[src/inc/edc_consts.vh]
// edc_consts.vh: constants for the error-checked dram controller
// Summary of operation
// RQ1 - slave on a level-two system bus clocked by the 40MHz bus clock
// RQ2 - array data moves 128 bits at a time between controller and modules
// RQ3 - corrects single-bit errors, detects double-bit and one-nibble errors
// RQ4 - sixteen 36-bit modules in four groups of four identical modules
// RQ5 - each group configured alone: 4Mbit or 16Mbit, single or double sided
// RQ6 - capacity 16MB to 128MB in 16MB steps, then 64MB steps to 512MB
// RQ7 - writes narrower than 64 bits become read-modify-write cycles
// RQ8 - every bus transaction size and level-1 and level-2 types accepted
// RQ9 - uncorrectable data ends the bus cycle with an error acknowledge
// RQ10 - single-bit errors return corrected data with a normal acknowledge
// RQ11 - corrected errors can raise a level 15 interrupt request
// RQ12 - fault information captured for every single-bit and multi-bit error;
// while a fault is held, a later one only sets o_flt_lost (the code captures a fault that arrives in the clear cycle instead)
// RQ13 - fault address and correctability held until software clears them
`ifndef EDC_CONSTS_VH
`define EDC_CONSTS_VH
// address phase fields on the multiplexed bus
`define EDC_ADDR_HI 35
`define EDC_TY_HI 38
`define EDC_TY_LO 36
`define EDC_SZ_HI 41
`define EDC_SZ_LO 39
// transaction types
`define EDC_TY_WR 3'h0
`define EDC_TY_RD 3'h1
`define EDC_TY_CINV 3'h2
`define EDC_TY_CRD 3'h3
`define EDC_TY_CWI 3'h4
`define EDC_TY_CRI 3'h5
// size code of one doubleword, smaller codes are partial writes
`define EDC_SZ_DW 3'h3
`define EDC_DW_BYTES 36'h000000008
`define EDC_ONE_DW 5'h01
`define EDC_HALF_BIT 3
// address decode in 16MByte units
`define EDC_OUT_HI 35
`define EDC_OUT_LO 29
`define EDC_UNIT_HI 28
`define EDC_UNIT_LO 24
`define EDC_IDX_HI 26
`define EDC_IDX_LO 4
// per group strap: present, 16Mbit technology, double sided
`define EDC_CFG_PRES 2
`define EDC_CFG_T16 1
`define EDC_CFG_DBL 0
`define EDC_GSZ_4S 4'h1
`define EDC_GSZ_4D 4'h2
`define EDC_GSZ_16S 4'h4
`define EDC_GSZ_16D 4'h8
// check code: 72-bit codeword, positions 1..71
`define EDC_CW_TOP 8'h48
`define EDC_SYN_MAX 7'h47
// acknowledge codes as {err_b, rdy_b, rty_b}
`define EDC_ACK_IDLE 3'h7
`define EDC_ACK_DATA 3'h5
`define EDC_ACK_UE 3'h2
`endif

[src/rtl/edc_secded.v]
// edc_secded.v: 64-bit single-correct double-detect check code
`timescale 1ns/100ps
`default_nettype none
`include "edc_consts.vh"
module edc_secded (
  input wire [63:0] i_data,
  input wire [7:0] i_check,
  output reg [7:0] o_check,
  output reg [63:0] o_data,
  output reg o_ce,
  output reg o_ue
);
  reg [7:0] p;
  reg [6:0] d;
  reg [6:0] syn;
  reg par;

  always @* begin
    o_check = 8'h00;
    d = 7'h00;
    // data bits take the non power-of-two positions
    for (p = 8'h03; p < `EDC_CW_TOP; p = p + 8'h01) begin
      if ((p & (p - 8'h01)) != 8'h00) begin
        if (i_data[d[5:0]])
          o_check[6:0] = o_check[6:0] ^ p[6:0];
        d = d + 7'h01;
      end
    end
    o_check[7] = (^i_data) ^ (^o_check[6:0]);
    syn = o_check[6:0] ^ i_check[6:0];
    par = (^i_data) ^ (^i_check);
    o_data = i_data;
    o_ce = 1'b0;
    o_ue = 1'b0;
    if (par) begin
      // odd weight: single error unless the syndrome points nowhere
      if (syn > `EDC_SYN_MAX) begin
        o_ue = 1'b1; // [RQ3]
      end else begin
        o_ce = 1'b1; // [RQ3]
        d = 7'h00;
        for (p = 8'h03; p < `EDC_CW_TOP; p = p + 8'h01) begin
          if ((p & (p - 8'h01)) != 8'h00) begin
            if (p[6:0] == syn)
              o_data[d[5:0]] = ~o_data[d[5:0]];
            d = d + 7'h01;
          end
        end
      end
    end else if (syn != 7'h00) begin
      o_ue = 1'b1; // [RQ3]
    end
  end
endmodule // edc_secded
`default_nettype wire

[src/rtl/edc_ctrl.v]
// edc_ctrl.v: bus slave and array sequencer of the ecc dram controller
`timescale 1ns/100ps
`default_nettype none
`include "edc_consts.vh"
module edc_ctrl (
  input wire i_clock,
  input wire i_rst_b,
  input wire i_mas_b,
  input wire [63:0] i_mad,
  output reg [63:0] o_mad,
  output reg o_mad_oe,
  output reg o_mrdy_b,
  output wire o_mrdy_oe,
  output reg o_merr_b,
  output wire o_merr_oe,
  output reg o_mrty_b,
  output wire o_mrty_oe,
  input wire [11:0] i_grp_cfg,
  output reg o_mem_req,
  output reg [1:0] o_mem_we,
  output reg [1:0] o_mem_grp,
  output reg [22:0] o_mem_idx,
  output reg [127:0] o_mem_wdata,
  output reg [15:0] o_mem_wcheck,
  input wire i_mem_done,
  input wire [127:0] i_mem_rdata,
  input wire [15:0] i_mem_rcheck,
  input wire i_ce_int_en,
  input wire i_flt_clear,
  output reg o_irq15,
  output reg o_flt_valid,
  output reg o_flt_ue,
  output reg o_flt_lost,
  output reg [35:0] o_flt_addr
);
  localparam S_IDLE = 10'h001;
  localparam S_RREQ = 10'h002;
  localparam S_RWAIT = 10'h004;
  localparam S_RACK = 10'h008;
  localparam S_MERGE = 10'h010;
  localparam S_WTAKE = 10'h020;
  localparam S_WR = 10'h040;
  localparam S_WWAIT = 10'h080;
  localparam S_WGAP = 10'h100;
  localparam S_END = 10'h200;

  reg [9:0] st;
  reg [35:0] addr;
  reg [4:0] cnt;
  reg [2:0] siz;
  reg rmw;
  reg [5:0] gbase;
  reg [127:0] cor;
  reg [1:0] ue2;
  reg [63:0] wbuf;
  reg ack_oe;
  reg [11:0] cfg_s1;
  reg [11:0] cfg_s2;
  reg [11:0] cfg_s3;
  reg [11:0] cfg;
  reg [1:0] dgrp;
  reg [5:0] dbase;
  reg [63:0] mrg_m;
  integer j;

  assign o_mrdy_oe = ack_oe;
  assign o_merr_oe = ack_oe;
  assign o_mrty_oe = ack_oe;

  // group capacity in 16MByte units; absent groups take no space
  function [3:0] gsz;
    input [2:0] c;
    begin
      if (!c[`EDC_CFG_PRES])
        gsz = 4'h0;
      else if (c[`EDC_CFG_T16])
        gsz = c[`EDC_CFG_DBL] ? `EDC_GSZ_16D : `EDC_GSZ_16S;
      else
        gsz = c[`EDC_CFG_DBL] ? `EDC_GSZ_4D : `EDC_GSZ_4S;
    end
  endfunction

  // groups are stacked from address zero in group order
  wire [5:0] b1 = {2'b00, gsz(cfg[2:0])}; // [RQ5]
  wire [5:0] b2 = b1 + {2'b00, gsz(cfg[5:3])};
  wire [5:0] b3 = b2 + {2'b00, gsz(cfg[8:6])};
  wire [5:0] b4 = b3 + {2'b00, gsz(cfg[11:9])}; // [RQ6]
  wire [5:0] unit = {1'b0, i_mad[`EDC_UNIT_HI:`EDC_UNIT_LO]};
  wire hit = ~|i_mad[`EDC_OUT_HI:`EDC_OUT_LO] && (unit < b4);
  wire [2:0] ty = i_mad[`EDC_TY_HI:`EDC_TY_LO];
  wire [2:0] sz = i_mad[`EDC_SZ_HI:`EDC_SZ_LO];
  wire is_wr = (ty == `EDC_TY_WR) || (ty == `EDC_TY_CWI);
  wire is_inv = (ty == `EDC_TY_CINV);

  always @* begin
    if (unit < b1) begin
      dgrp = 2'h0;
      dbase = 6'h00;
    end else if (unit < b2) begin
      dgrp = 2'h1;
      dbase = b1;
    end else if (unit < b3) begin
      dgrp = 2'h2;
      dbase = b2;
    end else begin
      dgrp = 2'h3;
      dbase = b3;
    end
  end

  wire [5:0] uoff = {1'b0, addr[`EDC_UNIT_HI:`EDC_UNIT_LO]} - gbase;
  wire [28:0] offs = {uoff[4:0], addr[`EDC_UNIT_LO-1:0]};
  wire half = addr[`EDC_HALF_BIT];

  // array word carries two interleaved codewords: each nibble holds two
  // bits of each, so any damage inside one nibble is at most a double
  // error per codeword and is reported, never miscorrected
  wire [63:0] ra;
  wire [63:0] rb;
  wire [7:0] rca;
  wire [7:0] rcb;
  wire [63:0] dac;
  wire [63:0] dbc;
  wire ace;
  wire aue;
  wire bce;
  wire bue;
  wire [7:0] wck8;
  wire [127:0] wpk;
  wire [15:0] wckpk;
  genvar n;
  generate
    for (n = 0; n < 32; n = n + 1) begin : g_nib
      assign ra[2*n+1:2*n] = i_mem_rdata[4*n+1:4*n]; // [RQ3]
      assign rb[2*n+1:2*n] = i_mem_rdata[4*n+3:4*n+2];
      assign wpk[4*n+3:4*n] = {wbuf[2*n+1:2*n], wbuf[2*n+1:2*n]};
    end
    for (n = 0; n < 4; n = n + 1) begin : g_cnib
      assign rca[2*n+1:2*n] = i_mem_rcheck[4*n+1:4*n];
      assign rcb[2*n+1:2*n] = i_mem_rcheck[4*n+3:4*n+2];
      assign wckpk[4*n+3:4*n] = {wck8[2*n+1:2*n], wck8[2*n+1:2*n]};
    end
  endgenerate

  edc_secded u_deca (
    .i_data(ra),
    .i_check(rca),
    .o_check(),
    .o_data(dac),
    .o_ce(ace),
    .o_ue(aue)
  );
  edc_secded u_decb (
    .i_data(rb),
    .i_check(rcb),
    .o_check(),
    .o_data(dbc),
    .o_ce(bce),
    .o_ue(bue)
  );
  edc_secded u_enc (
    .i_data(wbuf),
    .i_check(8'h00),
    .o_check(wck8),
    .o_data(),
    .o_ce(),
    .o_ue()
  );

  // byte lanes of a partial write, byte 0 in the top lane
  always @* begin
    mrg_m = 64'h0000000000000000;
    for (j = 0; j < 8; j = j + 1) begin
      if (j >= addr[2:0] && j < addr[2:0] + (4'h1 << siz))
        mrg_m[63-8*j -: 8] = 8'hFF; // [RQ7]
    end
  end

  wire [63:0] hdat = half ? cor[127:64] : cor[63:0];
  wire [63:0] merged = (hdat & ~mrg_m) | (i_mad & mrg_m);
  wire rd_err = (st == S_RWAIT) && i_mem_done && (ace | aue | bce | bue);

  // group straps: three stages, a change taken once stages two and three agree
  always @(posedge i_clock or negedge i_rst_b) begin
    if (!i_rst_b) begin
      cfg_s1 <= 12'h000;
      cfg_s2 <= 12'h000;
      cfg_s3 <= 12'h000;
      cfg <= 12'h000;
    end else begin
      cfg_s1 <= i_grp_cfg;
      cfg_s2 <= cfg_s1;
      cfg_s3 <= cfg_s2;
      cfg <= (cfg_s2 & cfg_s3) | (cfg & (cfg_s2 | cfg_s3)); // [RQ5]
    end
  end

  // fault capture: first fault held, a new one in the clear cycle wins
  always @(posedge i_clock or negedge i_rst_b) begin
    if (!i_rst_b) begin
      o_flt_valid <= 1'b0;
      o_flt_ue <= 1'b0;
      o_flt_lost <= 1'b0;
      o_flt_addr <= 36'h000000000;
      o_irq15 <= 1'b0;
    end else begin
      if (rd_err) begin
        if (o_flt_valid && !i_flt_clear) begin
          o_flt_lost <= 1'b1; // [RQ12]
        end else begin
          o_flt_valid <= 1'b1; // [RQ12]
          o_flt_ue <= aue | bue; // [RQ13]
          o_flt_addr <= {addr[35:4], 4'h0}; // [RQ13]
          o_flt_lost <= 1'b0;
        end
      end else if (i_flt_clear) begin
        o_flt_valid <= 1'b0; // [RQ13]
        o_flt_lost <= 1'b0;
      end
      o_irq15 <= i_ce_int_en & o_flt_valid & ~o_flt_ue; // [RQ11]
    end
  end

  // bus slave sequencer, runs on the bus clock itself
  always @(posedge i_clock or negedge i_rst_b) begin
    if (!i_rst_b) begin
      st <= S_IDLE;
      addr <= 36'h000000000;
      cnt <= 5'h00;
      siz <= 3'h0;
      rmw <= 1'b0;
      gbase <= 6'h00;
      cor <= 128'h0;
      ue2 <= 2'h0;
      wbuf <= 64'h0000000000000000;
      ack_oe <= 1'b0;
      {o_merr_b, o_mrdy_b, o_mrty_b} <= `EDC_ACK_IDLE;
      o_mad <= 64'h0000000000000000;
      o_mad_oe <= 1'b0;
      o_mem_req <= 1'b0;
      o_mem_we <= 2'h0;
      o_mem_grp <= 2'h0;
      o_mem_idx <= 23'h000000;
      o_mem_wdata <= 128'h0;
      o_mem_wcheck <= 16'h0000;
    end else begin
      {o_merr_b, o_mrdy_b, o_mrty_b} <= `EDC_ACK_IDLE;
      o_mad_oe <= 1'b0;
      o_mem_req <= 1'b0;
      case (st)
        S_IDLE: begin
          ack_oe <= 1'b0;
          if (!i_mas_b && hit) begin // [RQ1]
            siz <= sz;
            o_mem_grp <= dgrp; // [RQ4]
            gbase <= dbase;
            rmw <= is_wr && (sz < `EDC_SZ_DW);
            ack_oe <= 1'b1;
            // bursts start at the first doubleword of their size-aligned block
            if (sz < `EDC_SZ_DW) begin
              addr <= i_mad[35:0];
              cnt <= `EDC_ONE_DW;
            end else begin
              addr <= i_mad[35:0] & ~((36'h1 << sz) - 36'h1); // [RQ8]
              cnt <= `EDC_ONE_DW << (sz - `EDC_SZ_DW);
            end
            if (is_inv) begin
              {o_merr_b, o_mrdy_b, o_mrty_b} <= `EDC_ACK_DATA; // [RQ8]
              st <= S_END;
            end else if (is_wr && sz >= `EDC_SZ_DW)
              st <= S_WTAKE;
            else
              st <= S_RREQ; // [RQ7]
          end
        end
        S_RREQ: begin
          o_mem_req <= 1'b1;
          o_mem_we <= 2'h0;
          o_mem_idx <= offs[`EDC_IDX_HI:`EDC_IDX_LO];
          st <= S_RWAIT;
        end
        S_RWAIT: begin
          if (i_mem_done) begin
            cor <= {dbc, dac}; // [RQ2]
            ue2 <= {bue, aue};
            st <= rmw ? S_MERGE : S_RACK;
          end
        end
        S_RACK: begin
          o_mad <= hdat; // [RQ10]
          o_mad_oe <= 1'b1;
          addr <= addr + `EDC_DW_BYTES;
          cnt <= cnt - `EDC_ONE_DW;
          if (ue2[half]) begin
            {o_merr_b, o_mrdy_b, o_mrty_b} <= `EDC_ACK_UE; // [RQ9]
            st <= S_END;
          end else begin
            {o_merr_b, o_mrdy_b, o_mrty_b} <= `EDC_ACK_DATA; // [RQ10]
            if (cnt == `EDC_ONE_DW)
              st <= S_END;
            else if (half)
              st <= S_RREQ;
          end
        end
        S_MERGE: begin
          // a failed read aborts the write and leaves memory untouched
          if (ue2[half]) begin
            {o_merr_b, o_mrdy_b, o_mrty_b} <= `EDC_ACK_UE; // [RQ9]
            st <= S_END;
          end else begin
            wbuf <= merged; // [RQ7]
            st <= S_WR;
          end
        end
        S_WTAKE: begin
          wbuf <= i_mad;
          st <= S_WR;
        end
        S_WR: begin
          o_mem_req <= 1'b1;
          o_mem_we <= half ? 2'h2 : 2'h1;
          o_mem_idx <= offs[`EDC_IDX_HI:`EDC_IDX_LO];
          o_mem_wdata <= wpk; // [RQ2]
          o_mem_wcheck <= wckpk; // [RQ3]
          st <= S_WWAIT;
        end
        S_WWAIT: begin
          if (i_mem_done) begin
            {o_merr_b, o_mrdy_b, o_mrty_b} <= `EDC_ACK_DATA;
            addr <= addr + `EDC_DW_BYTES;
            cnt <= cnt - `EDC_ONE_DW;
            st <= (cnt == `EDC_ONE_DW) ? S_END : S_WGAP;
          end
        end
        S_WGAP: begin
          // master moves to the next doubleword only after seeing ready
          st <= S_WTAKE;
        end
        S_END: begin
          st <= S_IDLE;
        end
        default: begin
          st <= S_IDLE;
        end
      endcase
    end
  end
endmodule // edc_ctrl
`default_nettype wire

[config.mk]
export PLATFORM = sky130hd
export DESIGN_NAME = edc_ctrl
export DESIGN_NICKNAME = d
export VERILOG_FILES = /design/src/rtl/edc_secded.v /design/src/rtl/edc_ctrl.v
export VERILOG_INCLUDE_DIRS = /design/src /design/src/inc
export SDC_FILE = /design/constraint.sdc
export NUM_CORES = 1
export LEC_CHECK = 0
export ABC_CLOCK_PERIOD_IN_PS = 4900
export BUFFER_PORTS_ARGS = -buffer_cell sky130_fd_sc_hd__buf_2
export CORE_MARGIN = 10
export CORE_UTILIZATION = 25
export CTS_BUF_LIST = sky130_fd_sc_hd__clkbuf_4 sky130_fd_sc_hd__clkbuf_8
export CTS_CLUSTER_SIZE = 14
export DETAILED_ROUTE_END_ITERATION = 8
export PLACE_DENSITY_LB_ADDON = 0.3
export RECOVER_POWER = 50
export REMOVE_ABC_BUFFERS = 1
export SLEW_MARGIN = 0
export SYNTH_ARGS = -nofsm -noshare
export SYNTH_HDL_FRONTEND = slang
export SYNTH_HIERARCHICAL = 1
export SYNTH_SLANG_ARGS = --single-unit
[constraint.sdc]
create_clock -name i_clock -period 4.9 [get_ports i_clock]
set_input_delay 0.49 -clock i_clock [delete_from_list [all_inputs] [get_ports i_clock]]
set_output_delay 0.49 -clock i_clock [all_outputs]
set_load 0.03 [all_outputs]
Yosys cells after proc, flatten, opt, wreduce, memory -nomap -nowiden
Cells that the tools add are included.
- logic and storage cells: 2634
- register bits after elaboration: 576
- multiplexer cells: 1540
- reduce and logical (&&, ||, !) cells: 167
- shift operators: 3
- equal/unequal tests: 146
- bitwise gates (word level): 340
- $add $sub $neg: 133
- $lt $le $gt $ge: 276
- operators by type and width (kind ; count):
    $mux W64 ; 380
    $bwmux W64 ; 126
    $mux W6 ; 346
    $lt A6 B7 Y1 const B ; 126
    $bmux W1 S6 ; 126
    $demux W1 S6 ; 126
    $ge A6 B1 Y1 const B ; 126
    $add A6 B1 Y6 const B ; 124
    $eq A6 B7 Y1 const A ; 62
    $mux W1 ; 285
    $mux W5 ; 49
    $eq A5 B7 Y1 const A ; 30
    $not A3 Y3 ; 69
    $not A4 Y4 ; 48
    $reduce_xor A64 Y1 ; 3
    $mux W7 ; 21
    $logic_and A1 B1 Y1 ; 140
    $mux W4 ; 33
    $not A1 Y1 ; 130
    $and A64 B64 Y64 ; 2
    $lt A3 B32 Y1 const A ; 4
    $pmux W64 S2 ; 1
    $mux W36 ; 3
    $pmux W36 S3 ; 1
    76 further kinds ; 244

Depth between registers and ports, before layout
- depth in word-level cells: 573
- gate-level depth with buffers: 22
- gate-level depth less buffers: 20

By module
The synthesis kept the hierarchy.
- by module, submodules not included (module ; times used ; cells each ; area each (µm²)):
    edc_ctrl ; 1 ; 1943 ; 22547.9
    edc_secded at u_decb ; 1 ; 331 ; 3368.2
    edc_secded at u_deca ; 1 ; 348 ; 3274.4
    edc_secded at u_enc ; 1 ; 333 ; 3045.4

Worst setup path after synthesis
No wires, ideal clock.
- kind: register -> register
- start point: register cfg[1]
- end point: register addr[22]
- stages on the path, launching flop included: 22
- data required time: 4.768 ns
- path slack: 0.636 ns
- period minus slack after synthesis: 4.264 ns
- arrival time: 4.132 ns
- path buffers: 1
- cells stage by stage: dfrtp_1 > and3b_1 > inv_1 > xnor2_1 > ha_1 > a21oi_1 > xnor2_1 > ha_1 > a211oi_1 > o21bai_1 > xor2_1 > inv_1 > ha_1 > a21oi_1 > xnor2_1 > ha_1 > a211oi_1 > a211o_1 > o21a_4 > buf_6 > a311oi_1 > a211oi_1
- longest elaborated chain between the ends: 10
- RTL lines (item ; RTL line ; RTL):
    from (decl) ; edc_ctrl.v:60 ; reg [11:0] cfg;
    from (signal assigned) ; edc_ctrl.v:194 ; cfg <= (cfg_s2 & cfg_s3) | (cfg & (cfg_s2 | cfg_s3));
    $mux W4 ; edc_ctrl.v:76 ; else if (c[`EDC_CFG_T16])
    $mux W4 ; edc_ctrl.v:74 ; if (!c[`EDC_CFG_PRES])
    $add A4 B4 Y5 ; edc_ctrl.v:85 ; wire [5:0] b2 = b1 + {2'b00, gsz(cfg[5:3])};
    $add A5 B4 Y6 ; edc_ctrl.v:86 ; wire [5:0] b3 = b2 + {2'b00, gsz(cfg[8:6])};
    $add A6 B4 Y6 ; edc_ctrl.v:87 ; wire [5:0] b4 = b3 + {2'b00, gsz(cfg[11:9])};
    $lt A5 B6 Y1 ; edc_ctrl.v:89 ; wire hit = ~|i_mad[`EDC_OUT_HI:`EDC_OUT_LO] && (unit < b4);
    $logic_and A1 B1 Y1 ; edc_ctrl.v:89 ;
    $logic_and A1 B1 Y1 ; edc_ctrl.v:253 ; if (!i_mas_b && hit) begin
    $ne A2 B2 Y1 (no line) ; n/a ;
    $reduce_and A3 Y1 (no line) ; n/a ;
    to (signal assigned) ; edc_ctrl.v:261 ; addr <= i_mad[35:0];
    to (signal assigned) ; edc_ctrl.v:264 ; addr <= i_mad[35:0] & ~((36'h1 << sz) - 36'h1);
    to (signal assigned) ; edc_ctrl.v:292 ; addr <= addr + `EDC_DW_BYTES;
    to (decl) ; edc_ctrl.v:48 ; reg [35:0] addr;
No other way between the ends.
A chain may end at the register's enable or synchronous reset.

Worst setup path in the final report
Same ends and word-level chain as after synthesis.

==> impl_metrics.csv <==
group,metric,value,unit
worst_setup_path,endpoint,"addr[22]",
worst_setup_path,slowest_delay,430,ps
drt,dr_total_vias,22908,
cts,cts_sinks,504,
power,powerDensity,443.5,nW/µm²
yosys,syn_area,30260,µm²
drt,wl_per_cell,24.79,µm
worst_setup_path,end_kind,"flop",
die,die_area,135400,µm²
placed_design,port_buffers,504,
power,p_seq_share,26.6,%
global_routing,grt_pass1_vias,23035,
timing,fin_crit_sh,92.30,%
final_layout,syn2layout_area_growth,20.16,%
timing,hold_viol,0,
drt,viasPerCell,4.701,
die,core_region_area,120100,µm²
timing,finalMaxSlewViolations,341,
power,netSwitchingPower,6.975,mW
timing,rsz0062_at_grt,"no",
cts,clock_latency,750,ps
cts,cts.clk_slew.worst_paths,60,ps
final_layout,drive_gt1_share,32.07,%
final_layout,final_cell_mix,"dfrtp_1, buf_2, xnor2_1, mux2_2, nand2_1",
global_routing,grt_pass1_wl,171500,µm
worst_setup_path,slowest_stage,"dfrtp_1",
yosys,syn_avg_cell_area,11.16,µm²
yosys,synthCells,2711,
worst_setup_path,worstPathArrival,5120,ps
drt,ant_nets,0,
power,netSwitchingFraction,43.25,%
final_layout,final_cell_area,36360,µm²
worst_setup_path,regToRegStartpoint,"cfg[1]",
global_routing,antenna_found_initial,24,
cts,cts_made_buffers,93,
timing,hold_ws,81.07,ps
drt,drtIter0Drc,1720,
worst_setup_path,startpoint,"cfg[1]",
drt,drt_drc_violations_left,0,
job,drv_cap,4,
drt,wl,120800,µm
min_path,holdCritPathClass,"primary input to flop",
power,p_total,16.13,mW
placed_design,dpl_worst_slack,123.1,ps
timing,min_period,4523,ps
die,rows,127,
power,ir_drop,0.001026,V
timing,slew_headroom,-67.15,%
power,pwr-share-clk,28.1,%
worst_setup_path,critPathLaunchType,"flop",
global_routing,grt_overflow,0,
power,p_int,9.154,mW
die,start_util,25.19,%
placed_design,place_area,34220,µm²
final_layout,layout_commonest_cell,"dfrtp_1",
worst_setup_path,rrSetupSlack,380,ps
timing,clock.fmax,0.2211,GHz
worst_setup_path,r2r-end,"addr[22]",
run_status,status,"finished with violations",
run_status,violations,"max-capacitance violations, max-slew violations",
cts,cts_tree,"done",
drt,firstDrtPassIters,5,
cts,clockRootBuffer,"clkbuf_8",
final_layout,final_util,30.27,%
die,die_y,367.9,µm
timing,finClkSkew,39.62,ps
timing,setup_violations,0,
power,p_leak,17.79,nW
yosys,ys_warn_count,6,
placed_design,gp_congestion,0.9120,
final_layout,finalNetCount,3449,
worst_setup_path,crit_type,"flop to flop",
timing,layout_setup_ws,377.1,ps
worst_setup_path,cp.required,5490,ps
worst_setup_path,cp_max_fo,10,
power,comb_power_share,45.2,%
worst_setup_path,crit_path_cell_trace,"and3b_1, inv_1, xnor2_1, ha_1, a21oi_2, xnor2_1, ha_2, a211oi_2, o21bai_1, xor2_1, inv_1, ha_1, a21o_1, a31oi_2, mux2i_1, a211o_1, o21a_4, buf_4, a311oi_1, a211oi_1",
worst_setup_path,reg2reg_depth,20,
cts,h-tree-depth,3,
cts,cts.path.max_buffers,3,
global_routing,grt_max_degree,109,
die,ios,509,
global_routing,globalRouteTotalUtil,17.23,%
timing,worstMarginPinSlew,2507,ps
die,die_width,367.9,µm
placed_design,post-dp-hpwl,97640,µm
power groups by stage:
stage / combinational, mW / sequential (mW) / clock, mW
floorplan: 4.27 / 4.35 / 0
global placement: 7.13 / 4.37 / 0
detailed placement: 7.14 / 4.37 / 0
CTS: 7.18 / 4.29 / 4.70
global route: 7.73 / 4.30 / 4.88
finish: 7.30 / 4.29 / 4.54
flip-flops by register name, indices dropped and copies added (netlist names), 2 cells and up:
name          count
cor             128
o_mad            64
o_mem_wdata      64
wbuf             64
addr             36
o_flt_addr       32
o_mem_idx        23
cfg              12
cfg_s1           12
cfg_s2           12
cfg_s3           12
st               10
o_mem_wcheck      8
cnt               5
gbase             3
siz               3
o_mem_grp         2
o_mem_we          2
ue2               2
layer usage:
metal	global-route usage [%]	vias to the layer above	wire length [µm]
li1	-	10499	-
met1	23.70	11464	55960
met2	27.16	740	54610
met3	3.606	177	7137
met4	4.672	28	2895
met5	0	-	182
through the flow:
step | setup TNS [ps] | std cells
floorplan | -179170 | 2500
global placement | 0 | 4679
detailed placement | 0 | 4679
CTS | 0 | 4859
global route | 0 | 4865
finish | 0 | 4873
critical path: cells and delay by family, from the launching register on:
kind / cells / cell delay, ps
buf+inv: 3 / 340
fa+ha+maj: 3 / 840
simple gates: 1 / 240
flops: 1 / 430
mux: 1 / 110
xor+xnor: 3 / 470
compound gates: 9 / 1990
worst min path at each step:
stage	end	cells past startpoint	slack, ps	startpoint
floorplan	addr[0]	0	190	i_rst_b
global placement	cfg_s2[0]	0	340	cfg_s1[0]
detailed placement	cfg_s2[7]	0	330	cfg_s1[7]
CTS	addr[1]	3	5	i_mad[1]
global route	addr[2]	3	50	i_mad[2]
finish	addr[0]	3	80	i_mad[0]
timing repair:
action                                 in CTS  in global routing
hold buffers                               17                  0
endpoints found under the hold margin     103                  0
setup endpoints to repair                   0                 54
gates resized for setup                     0                  8
setup buffers                               0                  5
area by class of cell:
cell class / instances / area, µm²
diodes: 9 / 22.52
clock buffers: 142 / 1792
clock inverters: 21 / 272.8
fillers: 12636 / 83770
inverters: 34 / 127.6
multi-input cells: 1962 / 16380
flip-flops and latches: 504 / 12620
well taps: 1612 / 2017
repair buffers: 589 / 3128
(Power assumes the default switching activity.)
